## src/hw/phy_regs_map.svh

```systemverilog
/*
  offsets, field positions and reset values of the 10 Mb/s and self test register bank.
  assumes nothing; definitions only.
*/
`ifndef PHY_REGS_MAP_SVH
`define PHY_REGS_MAP_SVH

`define TEN_MBIT_CONTROL_STATUS_INDEX 8'h1a
`define SELF_TEST_ERROR_AND_GAP_INDEX 8'h1b
`define SELF_TEST_PACKET_SIZE_INDEX   8'h1c

`define TEN_MBIT_CONTROL_STATUS_RESET 16'h0000
`define SELF_TEST_ERROR_AND_GAP_RESET 16'h007d
`define SELF_TEST_PACKET_SIZE_RESET   16'h05ee

`define LOW_THRESHOLD_BIT   13
`define SQUELCH_MSB         12
`define SQUELCH_LSB         9
`define LINK_PULSE_BIT      7
`define POLARITY_BIT        4
`define JABBER_OFF_BIT      0
`define LOCK_CLEAR_BIT      15
`define ERROR_COUNT_MSB     15
`define ERROR_COUNT_LSB     8
`define GAP_MSB             7
`define GAP_LSB             0
`define PACKET_SIZE_MSB     10
`define PACKET_SIZE_LSB     0

`define SQUELCH_MAX_CODE    4'h8
`define ERROR_COUNT_MAX     8'hff
`define GAP_BYTES_SHIFT     2

`endif

```

## src/hw/phy_regs_pkg.sv

```systemverilog
/*
  types shared by the register bank and its helper modules.
  assumes the map header for numeric constants.
*/
package phy_regs_pkg;
  typedef logic [15:0] reg_word_type;
  typedef logic [7:0]  count_type;
  typedef logic [10:0] size_type;
  typedef logic [9:0]  gap_bytes_type;
  typedef logic [3:0]  squelch_type;
endpackage : phy_regs_pkg

```

## src/hw/error_byte_counter.sv

```systemverilog
/*
  checker error byte counter: running count, lock-and-clear snapshot.
  assumes error pulses come from logic on clk.
*/
`timescale 1ns/1ps
`include "phy_regs_map.svh"
module error_byte_counter
  import phy_regs_pkg::*;
(
  // clock and reset
  input  wire logic                  clk,
  input  wire logic                  srst,
  // events
  input  wire logic                  error_byte,
  input  wire logic                  wrap_mode,
  input  wire logic                  lock_clear,
  // result
  output phy_regs_pkg::count_type    locked_count
);
  import phy_regs_pkg::*;

  typedef struct packed {
    count_type run;
    count_type locked;
  } state_type;

  state_type state_reg;
  state_type state_next;

  always_comb begin
    state_next = state_reg;
    if (error_byte) begin
      if (wrap_mode || state_reg.run != `ERROR_COUNT_MAX) begin
        state_next.run = state_reg.run + 8'h01;
      end
    end
    if (lock_clear) begin
      state_next.locked = state_reg.run;
      state_next.run    = error_byte ? 8'h01 : 8'h00;
    end
  end

  always_ff @(posedge clk) begin
    if (srst) begin
      state_reg <= '0;
    end else begin
      state_reg <= state_next;
    end
  end

  assign locked_count = state_reg.locked;
endmodule : error_byte_counter

```

## src/hw/pin_sync.sv

```systemverilog
/*
  three flop synchroniser with agreement filter for one pin level.
  assumes input is asynchronous to clk.
*/
`timescale 1ns/1ps
module pin_sync (
  // clock and reset
  input  wire logic clk,
  input  wire logic srst,
  // level
  input  wire logic pin_async,
  output logic      pin_level
);
  typedef struct packed {
    logic [2:0] stages;
    logic       level;
  } state_type;

  state_type state_reg;
  state_type state_next;

  always_comb begin
    state_next = state_reg;
    state_next.stages = {state_reg.stages[1:0], pin_async};
    if (state_reg.stages[1] == state_reg.stages[2]) begin
      state_next.level = state_reg.stages[2];
    end
  end

  always_ff @(posedge clk) begin
    if (srst) begin
      state_reg <= '0;
    end else begin
      state_reg <= state_next;
    end
  end

  assign pin_level = state_reg.level;
endmodule : pin_sync

```

## src/hw/ten_mbit_bist_regs.sv

```systemverilog
/*
  apb register bank: 10 Mb/s receive and transmit options, polarity status, self test settings.
  assumes error byte pulses on clk; inverted polarity is a level from the receiver pin, asynchronous to clk.
*/
// The APB register port is this design's own decision.
`timescale 1ns/1ps
`include "phy_regs_map.svh"
module ten_mbit_bist_regs
  import phy_regs_pkg::*;
(
  // clock and reset
  input  wire logic                  clk,
  input  wire logic                  srst,
  // apb slave
  input  wire logic                  psel,
  input  wire logic                  penable,
  input  wire logic                  pwrite,
  input  wire logic [9:0]            paddr,
  input  wire logic [31:0]           pwdata,
  output logic      [31:0]           prdata,
  output logic                       pready,
  output logic                       pslverr,
  // receiver and checker events
  input  wire logic                  polarity_inverted_pin,
  input  wire logic                  phy_status_read,
  input  wire logic                  error_byte,
  input  wire logic                  error_wrap_mode,
  input  wire logic                  ten_mbit_mode,
  // status register mirror
  output logic                       phy_status_polarity,
  // settings to receiver, transmitter and generator
  output logic                       low_threshold_enable,
  output phy_regs_pkg::squelch_type  squelch_level,
  output logic                       link_pulse_suppress,
  output logic                       jabber_enable,
  output phy_regs_pkg::gap_bytes_type test_packet_gap,
  output phy_regs_pkg::size_type     test_packet_size
);
  import phy_regs_pkg::*;

  typedef struct packed {
    logic        low_threshold;
    squelch_type squelch;
    logic        link_pulse_off;
    logic        jabber_off;
    logic        jabber_on;
    logic        polarity;
    logic        pol_seen;
    count_type   gap;
    size_type    size;
    logic [31:0] rdata;
  } state_type;

  state_type    state_reg;
  state_type    state_next;
  logic         pol_level;
  logic         access_cycle;
  logic         hit_ctrl;
  logic         hit_err;
  logic         hit_size;
  logic         lock_clear;
  count_type    locked_count;
  reg_word_type ctrl_word;
  reg_word_type err_word;
  reg_word_type size_word;

  pin_sync u_pol_sync (
    .clk       (clk),
    .srst      (srst),
    .pin_async (polarity_inverted_pin),
    .pin_level (pol_level)
  );

  assign access_cycle = psel && !penable;
  assign hit_ctrl = paddr == {`TEN_MBIT_CONTROL_STATUS_INDEX, 2'b00};
  assign hit_err  = paddr == {`SELF_TEST_ERROR_AND_GAP_INDEX, 2'b00};
  assign hit_size = paddr == {`SELF_TEST_PACKET_SIZE_INDEX, 2'b00};
  assign lock_clear = psel && penable && pwrite && hit_err && pwdata[`LOCK_CLEAR_BIT];

  error_byte_counter u_counter (
    .clk          (clk),
    .srst         (srst),
    .error_byte   (error_byte),
    .wrap_mode    (error_wrap_mode),
    .lock_clear   (lock_clear),
    .locked_count (locked_count)
  );

  always_comb begin
    ctrl_word = 16'h0000;
    ctrl_word[`LOW_THRESHOLD_BIT]        = state_reg.low_threshold;
    ctrl_word[`SQUELCH_MSB:`SQUELCH_LSB] = state_reg.squelch;
    ctrl_word[`LINK_PULSE_BIT]           = state_reg.link_pulse_off;
    ctrl_word[`POLARITY_BIT]             = state_reg.polarity;
    ctrl_word[`JABBER_OFF_BIT]           = state_reg.jabber_off;
    err_word = 16'h0000;
    err_word[`ERROR_COUNT_MSB:`ERROR_COUNT_LSB] = locked_count;
    err_word[`GAP_MSB:`GAP_LSB]                 = state_reg.gap;
    size_word = 16'h0000;
    size_word[`PACKET_SIZE_MSB:`PACKET_SIZE_LSB] = state_reg.size;
  end

  always_comb begin
    state_next = state_reg;
    state_next.pol_seen = pol_level;
    // read clears polarity; a new detection in that cycle wins
    if (access_cycle && !pwrite && hit_ctrl) begin
      state_next.polarity = 1'b0;
    end
    if (pol_level && !state_reg.pol_seen) begin
      state_next.polarity = 1'b1;
    end
    if (access_cycle) begin
      state_next.rdata = 32'h0000_0000;
      if (!pwrite) begin
        if (hit_ctrl) begin
          state_next.rdata = {16'h0000, ctrl_word};
        end else if (hit_err) begin
          state_next.rdata = {16'h0000, err_word};
        end else if (hit_size) begin
          state_next.rdata = {16'h0000, size_word};
        end
      end
    end
    if (psel && penable && pwrite) begin
      if (hit_ctrl) begin
        state_next.low_threshold  = pwdata[`LOW_THRESHOLD_BIT];
        state_next.squelch        = pwdata[`SQUELCH_MSB:`SQUELCH_LSB];
        state_next.link_pulse_off = pwdata[`LINK_PULSE_BIT];
        state_next.jabber_off     = pwdata[`JABBER_OFF_BIT];
      end
      if (hit_err) begin
        state_next.gap = pwdata[`GAP_MSB:`GAP_LSB];
      end
      if (hit_size) begin
        state_next.size = pwdata[`PACKET_SIZE_MSB:`PACKET_SIZE_LSB];
      end
    end
    // jabber override only bites while running 10 Mb/s
    state_next.jabber_on = !(state_next.jabber_off && ten_mbit_mode);
  end

  always_ff @(posedge clk) begin
    if (srst) begin
      state_reg               <= '0;
      state_reg.low_threshold <= 1'b0;
      state_reg.jabber_on     <= 1'b1;
      state_reg.gap           <= 8'(`SELF_TEST_ERROR_AND_GAP_RESET);
      state_reg.size          <= 11'(`SELF_TEST_PACKET_SIZE_RESET);
    end else begin
      state_reg <= state_next;
    end
  end

  assign prdata  = state_reg.rdata;
  assign pready  = psel && penable;
  assign pslverr = 1'b0;
  // status-register read leaves the flag alone
  assign phy_status_polarity  = state_reg.polarity;
  assign low_threshold_enable = state_reg.low_threshold;
  assign squelch_level        = state_reg.squelch;
  assign link_pulse_suppress  = state_reg.link_pulse_off;
  assign jabber_enable        = state_reg.jabber_on;
  assign test_packet_gap      = {2'b00, state_reg.gap} << `GAP_BYTES_SHIFT;
  assign test_packet_size     = state_reg.size;
endmodule : ten_mbit_bist_regs

```

## config.mk

```make
export PLATFORM = sky130hd
export DESIGN_NAME = ten_mbit_bist_regs
export DESIGN_NICKNAME = d
export VERILOG_FILES = /design/src/hw/phy_regs_pkg.sv /design/src/hw/error_byte_counter.sv /design/src/hw/pin_sync.sv /design/src/hw/ten_mbit_bist_regs.sv
export VERILOG_INCLUDE_DIRS = /design/src /design/src/hw
export SDC_FILE = /design/constraint.sdc
export NUM_CORES = 1
export LEC_CHECK = 0
export BUFFER_PORTS_ARGS = -buffer_cell sky130_fd_sc_hd__buf_2
export CAP_MARGIN = 30
export CORE_ASPECT_RATIO = 0.7
export CORE_MARGIN = 2
export CORE_UTILIZATION = 45
export CTS_BUF_LIST = sky130_fd_sc_hd__clkbuf_16
export CTS_CLUSTER_SIZE = 12
export DETAILED_ROUTE_END_ITERATION = 8
export PLACE_DENSITY_LB_ADDON = 0.12
export SLEW_MARGIN = 30
export SYNTH_ARGS = -nofsm -noshare
export SYNTH_HDL_FRONTEND = slang
export SYNTH_HIERARCHICAL = 1
export SYNTH_SLANG_ARGS = --single-unit
```

## constraint.sdc

```tcl
create_clock -name clk -period 2.7 [get_ports clk]
set_clock_uncertainty 0.15 [all_clocks]
set_input_delay 0.135 -clock clk [delete_from_list [all_inputs] [get_ports clk]]
set_output_delay 0.135 -clock clk [all_outputs]
set_load 0.01 [all_outputs]
```

==> flow_summary.yaml <==
critical_path:
  crit_family: "simple AND/OR/NAND/NOR gates"
  crit_start: "paddr[9]"
  ff2ff_path_depth: 4
  crit_path_end_kind: "register"
  worst-path-stages: 8
  r2r_start: "u_counter/state_reg[8]"
  worstPathMaxFanout: 11
  max_stage_delay_ns: 0.54
  slowest_stage: "or3_1"
  crit_type: "input pin to register"
  worstPathCellList: "buf_2 > or3_1 > nor4_2 > and2_1 > buf_12 > nor3b_1 > a21oi_1 > a31oi_1"
  required_ns: 2.74
  critPathLaunchType: "input pin"
  cp_num_buf_inv: 2
  worstPathArrival_ns: 2.01
placement:
  numPortBuffers: 77
  place_inst: 456
  preCtsSetupSlack_ns: 0.4097
  place_hpwl_mm: 4.857
  gp_congestion: 0.7543
timing:
  setup_tns_ns: 0
  worst_pin_slew_ns: 0.5340
  final-hold-violation-count: 0
  min_period_ns: 1.978
  fin_crit_sh: 0.7327
  final.setup.worst_slack_ns: 0.7216
  slew_violations: 0
  max_freq_ghz: 0.5055
  rsz0062_at_grt: "no"
  maxSlewHeadroom: 0.6427
  setup_viol: 0
drt:
  wl_per_cell_um: 14.63
  wirelength_mm: 7.140
  drtIter0Drc: 113
  wl_met3_um: 470
  detail_route.vias_per_cell: 4.922
  routed-via-count: 2402
  first_pass_iters: 4
  drt-met1-wl_mm: 3.821
  remaining_drc_errors: 0
  dr_wl_met2_mm: 2.790
  drtAntennaViolNets: 0
  highest_layer: "met4"
clock_tree:
  path_clk_slew_ns: 0.05
  insertion_delay_ns: 0.32
  cts_tree: "yes"
  cts_max_level: 3
  cts.sinks: 65
  ctsResizeCount: 0
  root_buffer: "clkbuf_16"
  cts_made_buffers: 9
  cts.path.max_buffers: 2
yosys:
  synth_top_area_cell: "dfxtp_1"
  async_flop_share: 0
  synth-main-ff-cell: "dfxtp_1"
  synthCells: 337
  ys_ff_latch: 65
  synth_top_family_by_area: "buffers and inverters"
  synth-seq-area-share: 0.4122
  synth_area_leaders: "dfxtp_1 (41%), buf_4 (16%), mux2i_1 (7.6%)"
  synthDistinctLibCells: 43
  synthSimpleGateAreaFrac: 0.1780
  synth-edff-count: 0
  yosysTopAreaCellShare: 0.4122
  muxShareOfSynthArea: 0.07610
  yosysMostFrequentCell: "buf_4"
  synth_area_um2: 3157
  synth-adder-area-share: 0.003964
  synth-xor-area-share: 0
  yosys_warnings: 6
  ys_top_cells_by_count: "buf_4 (66), dfxtp_1 (65), nor2_1 (25)"
  syn_area_per_cell_um2: 9.367
  synth_compound_area_frac: 0.1443
grt:
  grt_pass1_wl_mm: 11.26
  grt_max_degree: 24
  grt_antenna_before_repair: 0
  grt_usage: 0.1907
  grt-ovfl-total: 0
  first_global_vias: 2140
die:
  fp.dieW_um: 104.1
  die_y_um: 74.08
  ioPinCount: 115
  coreArea_um2: 6756
  start_util: 0.4672
  die-area_um2: 7712
  core.rowCount: 25
power_and_ir_drop:
  power_mw: 2.482
  ir_worst_vdd_uv: 465.8
  p_leak_nw: 1.515
  power_density_nw_per_um2: 656.2
layout:
  largest_register_ffs: 16
  num_antenna_cells: 0
  fill_cells: 618
  final_layout_size_suffix_gt1_frac: 0.2792
  multiInputGateArea_um2: 1346
  finalNetCount: 442
  fin_cells: 488
  syn2layout_area_growth_pct: 19.82
  regArea_um2: 1301
  final_util: 0.5598
hold_path:
  hold_start: "error_byte"
  hp-class: "input pin to register"
  holdPathStages: 3
flow_run:
  drv_cap: 0
status:
  outcome: "completed"
[worst register-to-register path: cells and delay by family (launching register included)]
| family | cells | cell delay [ns] |
|---|---|---|
| AOI/OAI and AO/OA | 1 | 0.14 |
| DFF | 1 | 0.37 |
| and+or+nand+nor | 2 | 0.75 |
| adders and majority gates | 1 | 0.28 |
[placed cells by master, fill, tap and decap left out, types with 3 or more instances in the layout]
cell type / Yosys / final
nor2_1: 25 / 25
nand3_1: 3 / 3
nand2b_1: 3 / 3
buf_4: 66 / 12
dfxtp_1: 65 / 65
conb_1: 1 / 19
dlygate4sd3_1: 0 / 16
or3_1: 4 / 4
bufinv_16: 0 / 4
mux2i_1: 24 / 24
nand4_1: 3 / 3
clkbuf_16: 0 / 9
nand2_1: 17 / 17
buf_2: 3 / 77
nor2b_1: 20 / 20
o21ai_0: 11 / 11
nor4_1: 3 / 3
a22oi_1: 16 / 16
a211o_1: 15 / 15
a21oi_1: 11 / 11
a32oi_1: 5 / 5
[cells by family (layout without fill, tap and decap cells)]
kind of cell	Yosys count	in the layout
buffers and inverters	84	123
other	1	19
DFF	65	65
and+or+nand+nor	97	97
adders and majority gates	1	1
muxes	24	24
AOI/OAI and AO/OA	65	65
[path summary, 6_finish.rpt]
path,slack [ns],end
worst min register to register,0.29,u_pol_sync/state_next[3]
worst max-delay path,0.72,u_counter/state_reg[8]
worst max register to register,0.95,u_counter/state_reg[15]
worst min-delay path,0.06,u_counter/state_reg[10]
[layer usage]
| metal | track usage | vias to the layer above |
|---|---|---|
| met4 | 0.07658 | 0 |
| met5 | 0 | - |
| met3 | 0.05521 | 4 |
| met2 | 0.2602 | 83 |
| li1 | - | 1210 |
| met1 | 0.2812 | 1105 |
[layout make-up]
class / instances / area share
well taps: 94 / 0.03109
multi-input cells: 206 / 0.3559
flip-flops and latches: 65 / 0.3440
clock inverters: 7 / 0.03506
repair buffers: 106 / 0.1733
clock buffers: 9 / 0.05954
inverters: 1 / 0.0009924
[metrics by stage]
step | hold slack (ns) | cell area (um^2)
3_3_place_gp | 0.1998 | 3264
3_5_place_dp | 0.2022 | 3264
2_1_floorplan | 0.05407 | 3224
6_report | 0.06057 | 3782
5_1_grt | 0.07237 | 3782
4_1_cts | 0.04398 | 3782
[power breakdown]
part	internal (mW)	leakage, nW	total (mW)	switching, mW
logic	0.0543	0.815	0.125	0.0706
clock network	0.986	0.174	1.39	0.402
registers	0.964	0.525	0.969	0.00434
total	2.00	1.51	2.48	0.477
[timing repair]
action / 4_1_cts / 5_1_grt
buffers inserted: 0 / 0
hold endpoints to repair: 28 / 0
hold buffers: 16 / 0
Power figures use the tool's default switching activity.
